### src/hdl/sdcb_pkg.sv
// Purpose: Shared constants and types for the synchronous DRAM command and burst core.
// Assumes: One clock; controller pins are synchronous to it.
// Notes: Mode word layout and latency codes are fixed here for both design files.
package sdcb_pkg;
    // ======================================================================
    // Widths
    localparam int ROW_W = 11;
    localparam int COL_W = 8;
    localparam int BANK_W = 2;
    localparam int BANKS = 4;
    localparam int DATA_W = 32;
    localparam int MASK_W = 4;

    // ======================================================================
    // Mode word fields and reset values
    localparam int MR_BL_LSB = 0;
    localparam int MR_BT_BIT = 3;
    localparam int MR_CL_LSB = 4;
    localparam logic [2:0] BL_1 = 3'h0;
    localparam logic [2:0] BL_2 = 3'h1;
    localparam logic [2:0] BL_4 = 3'h2;
    localparam logic [2:0] BL_8 = 3'h3;
    localparam logic [2:0] BL_PAGE = 3'h7;
    localparam logic [2:0] CL_THREE = 3'h3;
    localparam logic [2:0] BL_RST = BL_1;
    localparam logic BT_RST = 1'b0;
    localparam logic CL3_RST = 1'b0;

    // ======================================================================
    // Command codes as {cs_n, ras_n, cas_n, we_n}
    localparam logic [3:0] OP_MODE_SET = 4'h0;
    localparam logic [3:0] OP_PRECHARGE = 4'h2;
    localparam logic [3:0] OP_ACTIVATE = 4'h3;
    localparam logic [3:0] OP_WRITE = 4'h4;
    localparam logic [3:0] OP_READ = 4'h5;
    localparam logic [3:0] OP_BURST_STOP = 4'h6;
    localparam int PRE_ALL_BIT = 10;

    // ======================================================================
    // Types
    typedef enum {SDCB_IDLE, SDCB_READ, SDCB_WRITE} sdcb_burst_t;

    typedef struct packed {
        logic re;
        logic we;
        logic [MASK_W-1:0] be;
        logic [BANK_W-1:0] bank;
        logic [ROW_W-1:0] row;
        logic [COL_W-1:0] col;
        logic [DATA_W-1:0] wdata;
    } sdcb_mem_req_t;
endpackage

### src/hdl/sdcb_col_gen.sv
// Purpose: Column address of one burst beat.
// Assumes: Beat index counts from zero at the column command.
// Notes: Pure combinational; the core registers the result.
module sdcb_col_gen (
    input wire logic [7:0] start_i,
    input wire logic [7:0] beat_i,
    input wire logic [2:0] bl_i,
    input wire logic ilv_i,
    output logic [7:0] col_o
);
    // ======================================================================
    // Wrap mask of the burst-sized block.
    function automatic logic [7:0] wrap_mask(input logic [2:0] bl);
        case (bl)
            sdcb_pkg::BL_2: wrap_mask = 8'h01;
            sdcb_pkg::BL_4: wrap_mask = 8'h03;
            sdcb_pkg::BL_8: wrap_mask = 8'h07;
            sdcb_pkg::BL_PAGE: wrap_mask = 8'hff;
            default: wrap_mask = 8'h00;
        endcase
    endfunction

    logic [7:0] m;
    logic [7:0] sum;

    assign m = wrap_mask(bl_i);
    assign sum = start_i + beat_i;

    always_comb
    begin
        if (bl_i == sdcb_pkg::BL_PAGE)
            col_o = sum; // [RULE25]
        else if (ilv_i)
            col_o = start_i ^ (beat_i & m); // [RULE22]
        else
            col_o = (start_i & ~m) | (sum & m); // [RULE21]
    end
endmodule // sdcb_col_gen

### src/hdl/sdcb_core.sv
// Purpose: Command decoder and burst sequencer of a four-bank 32-bit synchronous DRAM.
// Assumes: Controller pins change with CORE_CLK_I; storage array outside answers reads combinationally.
// Notes: Read data reaches the pins two or three cycles after its beat, per the programmed latency.
// Notes on behaviour
// [RULE1] Controller waits 200 us with masks and clock enable high, then precharges all.
// [RULE2] After precharge, controller programs mode and issues eight auto refreshes.
// [RULE3] Mode set only with all banks precharged and clock enable high before.
// [RULE4] All four strobes low loads mode parameters from the address pins.
// [RULE5] Controller waits the mode set cycle time after a mode set.
// [RULE6] Bank activated first; column access waits the row to column delay.
// [RULE7] Active bank precharged before reactivation; row cycle time respected.
// [RULE8] Activations of different banks are spaced by the bank to bank delay.
// [RULE9] No bank stays active beyond the maximum row active time.
// [RULE10] Column strobe low, row strobe high is an access; write enable picks direction.
// [RULE11] Another row in an open bank needs precharge then activation.
// [RULE12] Read or write commands are accepted on every cycle, any active bank.
// [RULE13] Burst order sequential or interleaved; lengths 1, 2, 4, 8 or page.
// [RULE14] Write data arrives with the command and each following edge; extra ignored.
// [RULE15] A read cuts a read burst; old data flows until new latency.
// [RULE16] Controller masks read data due in the first two cycles of a write.
// [RULE17] A write cuts a write burst and runs a full burst from the new column.
// [RULE18] A read ends a write burst at once; remaining write data is dropped.
// [RULE19] Burst stop ends a burst and leaves the bank open.
// [RULE20] After burst stop the read outputs float after the read latency.
// [RULE21] Sequential bursts wrap inside the burst-sized block with no carry above.
// [RULE22] Interleaved beat column is start column exclusive-ORed with beat index.
// [RULE23] Read mask floats a byte two cycles later; write mask blocks at once.
// [RULE24] Chip select high ignores new commands; running work continues.
// [RULE25] Page bursts step through the whole row, wrapping, until stopped.
module sdcb_core (
    input wire logic CORE_CLK_I,
    input wire logic RST_N_I,
    input wire logic CKE_I,
    input wire logic CS_N_I,
    input wire logic RAS_N_I,
    input wire logic CAS_N_I,
    input wire logic WE_N_I,
    input wire logic [1:0] BANK_SELECT_I,
    input wire logic [10:0] ADDR_I,
    input wire logic [3:0] DQM_I,
    input wire logic [31:0] DQ_I,
    output logic [31:0] DQ_O,
    output logic [3:0] DQ_OE_O,
    output sdcb_pkg::sdcb_mem_req_t MEM_REQ_O,
    input wire logic [31:0] MEM_RDATA_I
);
    // ======================================================================
    // Command decode
    logic cke_prev_reg;
    logic cmd_ok;
    logic [3:0] op;
    logic col_cmd;
    logic stop_cmd;
    logic pre_cmd;

    // A command counts only when clock enable was high the cycle before.
    assign op = {CS_N_I, RAS_N_I, CAS_N_I, WE_N_I};
    assign cmd_ok = cke_prev_reg && !CS_N_I; // [RULE24]
    assign col_cmd = cmd_ok && (op == sdcb_pkg::OP_READ || op == sdcb_pkg::OP_WRITE); // [RULE10]
    assign stop_cmd = cmd_ok && op == sdcb_pkg::OP_BURST_STOP; // [RULE19]
    assign pre_cmd = cmd_ok && op == sdcb_pkg::OP_PRECHARGE;

    always_ff @(posedge CORE_CLK_I)
    begin
        if (!RST_N_I)
            cke_prev_reg <= 1'b0;
        else
            cke_prev_reg <= CKE_I;
    end

    // ======================================================================
    // Mode register
    logic [2:0] bl_reg;
    logic ilv_reg;
    logic cl3_reg;

    always_ff @(posedge CORE_CLK_I)
    begin
        if (!RST_N_I)
        begin
            bl_reg <= sdcb_pkg::BL_RST;
            ilv_reg <= sdcb_pkg::BT_RST;
            cl3_reg <= sdcb_pkg::CL3_RST;
        end
        else if (cmd_ok && op == sdcb_pkg::OP_MODE_SET)
        begin
            bl_reg <= ADDR_I[sdcb_pkg::MR_BL_LSB +: 3]; // [RULE4] [RULE13]
            ilv_reg <= ADDR_I[sdcb_pkg::MR_BT_BIT];
            cl3_reg <= ADDR_I[sdcb_pkg::MR_CL_LSB +: 3] == sdcb_pkg::CL_THREE;
        end
    end

    // ======================================================================
    // Open rows, one per bank
    logic [10:0] row_reg [4];

    always_ff @(posedge CORE_CLK_I)
    begin
        if (!RST_N_I)
        begin
            for (int i = 0; i < sdcb_pkg::BANKS; i++)
                row_reg[i] <= 11'h000;
        end
        else if (cmd_ok && op == sdcb_pkg::OP_ACTIVATE)
            row_reg[BANK_SELECT_I] <= ADDR_I;
    end

    // ======================================================================
    // Burst sequencer
    sdcb_pkg::sdcb_burst_t state_reg;
    sdcb_pkg::sdcb_burst_t cur_kind;
    logic [1:0] bank_reg;
    logic [7:0] start_reg;
    logic [7:0] beat_reg;
    logic [1:0] cur_bank;
    logic [7:0] cur_start;
    logic [7:0] cur_beat;
    logic [7:0] cur_col;
    logic [7:0] last_beat;
    logic beat_on;
    logic last;

    // A column command always restarts the burst, so back to back commands
    // and interruptions in every direction share one path.
    always_comb
    begin
        if (col_cmd)
        begin
            cur_kind = WE_N_I ? sdcb_pkg::SDCB_READ : sdcb_pkg::SDCB_WRITE; // [RULE12] [RULE15] [RULE17] [RULE18]
            cur_bank = BANK_SELECT_I;
            cur_start = ADDR_I[7:0];
            cur_beat = 8'h00;
        end
        else
        begin
            cur_kind = state_reg;
            cur_bank = bank_reg;
            cur_start = start_reg;
            cur_beat = beat_reg;
        end
    end

    always_comb
    begin
        case (bl_reg)
            sdcb_pkg::BL_2: last_beat = 8'h01;
            sdcb_pkg::BL_4: last_beat = 8'h03;
            sdcb_pkg::BL_8: last_beat = 8'h07;
            default: last_beat = 8'h00;
        endcase
    end

    assign beat_on = col_cmd || (state_reg != sdcb_pkg::SDCB_IDLE && !stop_cmd && !pre_cmd); // [RULE19]
    assign last = bl_reg != sdcb_pkg::BL_PAGE && cur_beat == last_beat; // [RULE25]

    sdcb_col_gen u_col_gen (
        .start_i(cur_start),
        .beat_i(cur_beat),
        .bl_i(bl_reg),
        .ilv_i(ilv_reg),
        .col_o(cur_col)
    );

    always_ff @(posedge CORE_CLK_I)
    begin
        if (!RST_N_I)
        begin
            state_reg <= sdcb_pkg::SDCB_IDLE;
            bank_reg <= 2'h0;
            start_reg <= 8'h00;
            beat_reg <= 8'h00;
        end
        else if (beat_on && !last)
        begin
            state_reg <= cur_kind;
            bank_reg <= cur_bank;
            start_reg <= cur_start;
            beat_reg <= cur_beat + 8'h01;
        end
        else
            state_reg <= sdcb_pkg::SDCB_IDLE; // [RULE14]
    end

    // ======================================================================
    // Array request, registered
    always_ff @(posedge CORE_CLK_I)
    begin
        if (!RST_N_I)
            MEM_REQ_O <= '0;
        else
        begin
            MEM_REQ_O.re <= beat_on && cur_kind == sdcb_pkg::SDCB_READ;
            MEM_REQ_O.we <= beat_on && cur_kind == sdcb_pkg::SDCB_WRITE && DQM_I != 4'hf; // [RULE14]
            MEM_REQ_O.be <= ~DQM_I; // [RULE23]
            MEM_REQ_O.bank <= cur_bank;
            MEM_REQ_O.row <= row_reg[cur_bank];
            MEM_REQ_O.col <= cur_col;
            MEM_REQ_O.wdata <= DQ_I;
        end
    end

    // ======================================================================
    // Read data pipe and output enables
    logic rd_v1_reg;
    logic rd_v2_reg;
    logic [31:0] rd_d1_reg;
    logic [31:0] rd_d2_reg;
    logic [3:0] dqm_d1_reg;
    logic [3:0] dqm_d2_reg;
    logic out_v;

    always_ff @(posedge CORE_CLK_I)
    begin
        if (!RST_N_I)
        begin
            rd_v1_reg <= 1'b0;
            rd_v2_reg <= 1'b0;
            rd_d1_reg <= 32'h0000_0000;
            rd_d2_reg <= 32'h0000_0000;
        end
        else
        begin
            rd_v1_reg <= MEM_REQ_O.re;
            rd_v2_reg <= rd_v1_reg;
            rd_d1_reg <= MEM_RDATA_I;
            rd_d2_reg <= rd_d1_reg;
        end
    end

    always_ff @(posedge CORE_CLK_I)
    begin
        if (!RST_N_I)
        begin
            dqm_d1_reg <= 4'h0;
            dqm_d2_reg <= 4'h0;
        end
        else
        begin
            dqm_d1_reg <= DQM_I;
            dqm_d2_reg <= dqm_d1_reg;
        end
    end

    // Beats stop at once on burst stop, so the pins float exactly one latency later.
    assign out_v = cl3_reg ? rd_v2_reg : rd_v1_reg; // [RULE15] [RULE20]
    assign DQ_O = cl3_reg ? rd_d2_reg : rd_d1_reg;
    assign DQ_OE_O = {4{out_v}} & ~dqm_d2_reg; // [RULE23]

    // ======================================================================
    // Checks
    logic [10:0] addr_d1_reg;
    logic [10:0] addr_d2_reg;

    always_ff @(posedge CORE_CLK_I)
    begin
        addr_d1_reg <= ADDR_I;
        addr_d2_reg <= addr_d1_reg;
    end
endmodule // sdcb_core

### config.mk
export PLATFORM = sky130hd
export DESIGN_NAME = sdcb_core
export DESIGN_NICKNAME = d
export VERILOG_FILES = /design/src/hdl/sdcb_pkg.sv /design/src/hdl/sdcb_col_gen.sv /design/src/hdl/sdcb_core.sv
export SDC_FILE = /design/constraint.sdc
export NUM_CORES = 1
export LEC_CHECK = 0
export BUFFER_PORTS_ARGS = -buffer_cell sky130_fd_sc_hd__buf_4
export CAP_MARGIN = 30
export CORE_ASPECT_RATIO = 1.75
export CORE_MARGIN = 3
export CORE_UTILIZATION = 30
export DETAILED_ROUTE_END_ITERATION = 8
export PLACE_DENSITY = 0.54
export SYNTH_ARGS = -nofsm -noshare
export SYNTH_HDL_FRONTEND = slang
export SYNTH_HIERARCHICAL = 1
export SYNTH_SLANG_ARGS = --single-unit
### constraint.sdc
create_clock -name CORE_CLK_I -period 3.4 [get_ports CORE_CLK_I]
set_input_delay 0.51 -clock CORE_CLK_I [delete_from_list [all_inputs] [get_ports CORE_CLK_I]]
set_output_delay 0.51 -clock CORE_CLK_I [all_outputs]
set_load 0.01 [all_outputs]
==> metrics.txt, run 1 <==
Initial Utilization 30.6%; r2r startpoint cke_prev_reg; Layout area overhead 30.2%; Syn Nets 869; Core Rows 81; post-CTS setup buffer count 0; Layout fillers 2816; Root Driver clkbuf_16; Synth top cells by count 189 x dfxtp_1, 183 x and2_1, 48 x nand2_1; IO Port Bufs 182; number of global-route vias before repair 6000; dpl cells 1305; Reg area 0.00510 mm2; initial antenna violation count 0; Nets 1055; achievable frequency 359 MHz; Hold Buf Count CTS 0; unrepaired setup endpoints after global routing false; Multi-input gate area 0.00332 mm2; cell taking the most area after synthesis dfxtp_1; top_reg_cell synth dfxtp_1; WP data required 3.86 ns; leakage power 5.06 nW; Area contributors post-synth dfxtp_1 44%, edfxtp_1 15%, and2_1 13%; Fin Setup TNS 0 ns; chip height 230 um; post-cts gate resize count 0; via/cell ratio 4.36; clock sinks 233; core footprint 0.0282 mm2; Final setup viols 0; total gr overflow 0; TritonCTS Buffers 24; Worst Reg-to-Reg Cells 12; hold path start DQM_I[3]; Critical Path AT 3.25 ns; Worst-Margin Slew 0.911 ns; Worst setup SP type register; global-route wire length before repair 33.5 mm; Cells after Synth 772; CP max stage delay 0.32 ns; sequential-to-total area share from yosys stat 59.2%; fin crit period 2.79 ns; detailed-route DRC error count 0; Clock Tree Buf Depth 3; area post-placement 0.0104 mm2; Max VDD drop 0.335 mV; antenna-violating nets left 0; flop2flop setup slack 0.61 ns; fin area 0.0112 mm2; Hold Path End MEM_REQ_O[56]; Pins Over Slew Limit 0; final hold vios 0; post-DP HPWL 15.1 mm; Routability Congestion 0.799; average wire per standard cell 16.1 um; Pwr per Cell Area 521 mW/mm2; Total Routing Usage GR 13.8%; post-route clock skew 0.0163 ns; Vias 5880; initial DRC count 305; DP Worst Slack 0.329 ns; top-count cell post-synth dfxtp_1; boundary pin count 183; slowest CP cell dfxtp_1; crit path cell chain or2b_1, nor3b_4, buf_4, nand2_1, nand2_1, ha_1, nor2b_4, o31a_1, o21a_1, o21a_1, o31ai_1, and2_1; Diodes inserted 0; largest net degree at the start of global routing 113; die area 0.0309 mm2; final std cells w/o fill 1348; Crit Path Class register to register; synth unique cells 60; fraction of layout cells with a size suffix above 1 29.4%; Final Cycle Share 82.0%; clk slew on worst S/H paths 0.06 ns; synthesized area 0.00862 mm2; max FFs per register 59; status completed; flops & latches, synth 233; Rel. slew slack 39.3%; Critical Path End Type register; reg2reg end MEM_REQ_O[38]; die span in x 134 um; WHS Path Cells 2; Synth top area share 43.9%; WL final 21.7 mm; max_cap viols 0; hold crit path type primary input to register; drt pass-1 iters 4; final worst setup slack 0.612 ns; H-tree Lvls 1; Max FO, Critical Path 6; TritonCTS clock tree yes; Mean Syn Cell Area 11.2 um2; asr flop ratio synth 0%; EDFF count, synth 44; Clock Latency Late Sink 0.52 ns; Syn. warnings 6
## power by group
part / switching [mW] / internal, mW
Combinational: 0.152 / 0.183
Sequential: 0.0241 / 2.89
Clock: 1.08 / 1.51
## through the flow
stage          power, mW  hold WS [ns]  utilization (%)
2_1_floorplan       3.11         0.412                -
3_3_place_gp        3.32         0.418             37.0
3_5_place_dp        3.32         0.418             37.0
4_1_cts             5.95         0.116             39.8
5_1_grt             6.08         0.125             39.8
6_report            5.84         0.154             39.8
## metal layers
| layer | GRT usage (%) | vias to the layer above | share of wire [%] | wire, um |
|---|---|---|---|---|
| met2 | 25.6 | 117 | 54 | 11700 |
| met1 | 15.7 | 2750 | 40 | 8620 |
| met4 | 5.13 | 0 | 2.8 | 598 |
| li1 | - | 2977 | - | - |
| met3 | 2.17 | 36 | 3.9 | 855 |
| met5 | 0 | - | 0 | 0 |
## critical path, delay by kind of cell, from the launching register on
family	cells	cell delay [ns]
adder cells (fa/ha/maj)	1	0.30
flip-flops	1	0.32
AO/OA/AOI/OAI	4	0.80
buffers and inverters	1	0.21
AND/OR/NAND/NOR	6	1.08
## cell type report
type | instances | area share, %
inverters | 9 | 0.301
repair buffers | 200 | 13.5
well taps | 373 | 4.16
flip-flops and latches | 233 | 45.5
clock buffers | 34 | 6.22
multi-input cells | 490 | 29.6
clock inverters | 9 | 0.792
## how the worst max path moves through the flow
stage                            start             to  cells after the start  slack [ns]
after floorplan                 CS_N_I  MEM_REQ_O[38]                     14        0.38
after global placement          CS_N_I  MEM_REQ_O[39]                     13        0.37
after detailed placement        CS_N_I  MEM_REQ_O[38]                     13        0.33
after CTS                 cke_prev_reg  MEM_REQ_O[39]                     12        0.58
after global routing      cke_prev_reg  MEM_REQ_O[39]                     12        0.39
final                     cke_prev_reg  MEM_REQ_O[38]                     12        0.61
## cells in the final DEF, fill, tap and decap left out, types with 9 or more instances in the layout
master     synthesis  routed
and3_1            13      13
nor2_1            38      38
a21oi_1           13      13
mux2i_1           40      40
inv_1              9       9
o21ai_0           14      14
clkbuf_16          0      24
dfxtp_1          189     189
o22ai_1           11      11
and2_1           183     183
mux2_2            32      32
buf_4              0     199
edfxtp_1          44      44
nand2_1           48      48
## cell families (layout without fill, tap and decap cells)
kind of cell             Yosys count  after routing  synth area share (%)
AND/OR/NAND/NOR                  334            334                  22.2
AO/OA/AOI/OAI                     67             67                  5.11
multiplexers                      73             73                  8.98
XOR/XNOR                           6              6                 0.610
flip-flops                       233            233                  59.2
buffers and inverters             49            252                  2.42
adder cells (fa/ha/maj)           10             10                  1.51
Power figures use the tool's default switching activity.
==> run 2, diff against run 1 <==
Clock period 3.4 ns to 2.87 ns, I/O delays scaled along.
==> run 2 against run 1 <==
  * Sequential power up 18%
  * Sequential share of layout area shrank 0.43 points
  * Final cell count increased by 0.96%
  * Via count increased by 1.2%
  * Highest routed layer unchanged
  * Largest power group unchanged
  * Clock power is 20% higher
  * Largest cell class unchanged
==> metrics.txt, run 2 (synthesis results as in run 1) <==
status completed; fraction of layout cells with a size suffix above 1 30.1%; core footprint 0.0282 mm2; TritonCTS clock tree yes; initial DRC count 216; post-DP HPWL 15.6 mm; Rel. slew slack 37.9%; Pwr per Cell Area 614 mW/mm2; total power 6.96 mW; part of the power in registers 49.7%; boundary pin count 183; leakage power 5.12 nW; achievable frequency 379 MHz; Critical Path End Type register; commonest non-fill, non-tap cells in the layout 210 x buf_4, 189 x dfxtp_1, 183 x and2_1; WL final 22.0 mm; average wire per standard cell 16.1 um; unrepaired setup endpoints after global routing false; final worst setup slack 0.232 ns; max_cap viols 0; cell-internal power 5.43 mW; Vias 5951; CP endpoint MEM_REQ_O[38]; detailed-route DRC error count 0; initial antenna violation count 1; Worst Setup SP cke_prev_reg; crit path cell chain or2b_1, nor3b_4, buf_4, nand2_1, nand2_1, ha_1, inv_1, fa_1, nor2b_4, o31a_1, o21a_1, o21a_1, o31ai_1, and2_1; hold crit path type primary input to register; WP data required 3.29 ns; Final Cycle Share 91.9%; r2r startpoint cke_prev_reg; CP max stage delay 0.43 ns; clk slew on worst S/H paths 0.07 ns; total gr overflow 0; Total Routing Usage GR 13.9%; Post-Route Utilization 40.2%; Psw 1.52 mW; final std cells w/o fill 1361; IO Port Bufs 182; Switching Share 21.9%; post-route clock skew 0.0172 ns; Max VDD drop 0.388 mV; drt pass-1 iters 4; via/cell ratio 4.37; die area 0.0309 mm2; DP Worst Slack -0.0804 ns; Max FO, Critical Path 6; max FFs per register 59; Layout fillers 2819; Initial Utilization 30.6%; Crit Path Class register to register; Routability Congestion 0.796; Core Rows 81; chip height 230 um; Comb pwr share 5.8%; H-tree Lvls 1; most common cell after layout, fill and taps aside buf_4; Layout area overhead 31.4%; TritonCTS Buffers 24; final hold vios 0; global-route wire length before repair 33.8 mm; Worst Reg-to-Reg Cells 14; Clock power frac 44.6%; clock sinks 233; antenna-violating nets left 0; Worst-Margin Slew 0.932 ns; reg2reg end MEM_REQ_O[38]; Clock Latency Late Sink 0.52 ns; Pins Over Slew Limit 0; Nets 1067; Root Driver clkbuf_16; Worst setup SP type register; Final setup viols 0; Hold WS 0.0715 ns; Clock Tree Buf Depth 3; fin crit period 2.64 ns; dpl cells 1316; largest net degree at the start of global routing 117; Critical Path AT 3.05 ns; die span in x 134 um; number of global-route vias before repair 6107; slowest CP cell fa_1; flop2flop setup slack 0.23 ns; Hold Buf Count CTS 0
-- run 2: worst min-delay path by stage --
stage	start	slack [ns]	cells after the start	to
2_1_floorplan	dqm_d1_reg[0]	0.41	1	dqm_d2_reg[0]
3_3_place_gp	dqm_d1_reg[1]	0.42	1	dqm_d2_reg[1]
3_5_place_dp	dqm_d1_reg[3]	0.42	1	dqm_d2_reg[3]
4_1_cts	DQM_I[0]	0.04	2	MEM_REQ_O[53]
5_1_grt	DQM_I[0]	0.06	2	MEM_REQ_O[53]
6_report	DQM_I[0]	0.07	2	MEM_REQ_O[53]
-- run 2: layer usage --
layer | share of wire [%] | track usage, %
met1 | 39 | 15.6
met2 | 53 | 25.4
met3 | 4.3 | 2.21
met4 | 4.2 | 6.50
met5 | 0 | 0
-- run 2: worst max-delay path: cells and delay by family (launching register included) --
family	cells	cell delay, ns
and+or+nand+nor	6	0.90
AOI/OAI and AO/OA	4	0.48
DFF	1	0.32
buffers and inverters	2	0.23
adders and majority gates	2	0.60
-- run 2: repair_timing --
| action | CTS | global route |
|---|---|---|
| endpoints found under the setup margin | 0 | 2 |
| resized for setup | 0 | 0 |
| setup buffers | 0 | 1 |
-- run 2: final cells by class --
| class | instances | area (um2) | share of cell area [%] |
|---|---|---|---|
| diodes | 1 | 2.50 | 0.0221 |
| clock buffers | 31 | 647 | 5.71 |
| clock inverters | 12 | 141 | 1.25 |
| inverters | 9 | 33.8 | 0.298 |
| multi-input cells | 490 | 3320 | 29.3 |
| flip-flops and latches | 233 | 5100 | 45.1 |
| well taps | 373 | 467 | 4.12 |
| repair buffers | 212 | 1620 | 14.3 |
-- run 2: stage by stage --
step,cell area [um2],TNS (ns)
CTS,11300,0
global route,11300,0
finish,11300,0
floorplan,8620,0
detailed placement,10500,-0.104
global placement,10500,-0.0388
-- run 2: power by group through the flow --
stage / logic, mW / registers (mW) / clock network (mW)
floorplan: 0.146 / 3.54 / 0
global placement: 0.409 / 3.52 / 0
detailed placement: 0.412 / 3.53 / 0
CTS: 0.413 / 3.45 / 3.22
global route: 0.440 / 3.46 / 3.33
finish: 0.403 / 3.45 / 3.10
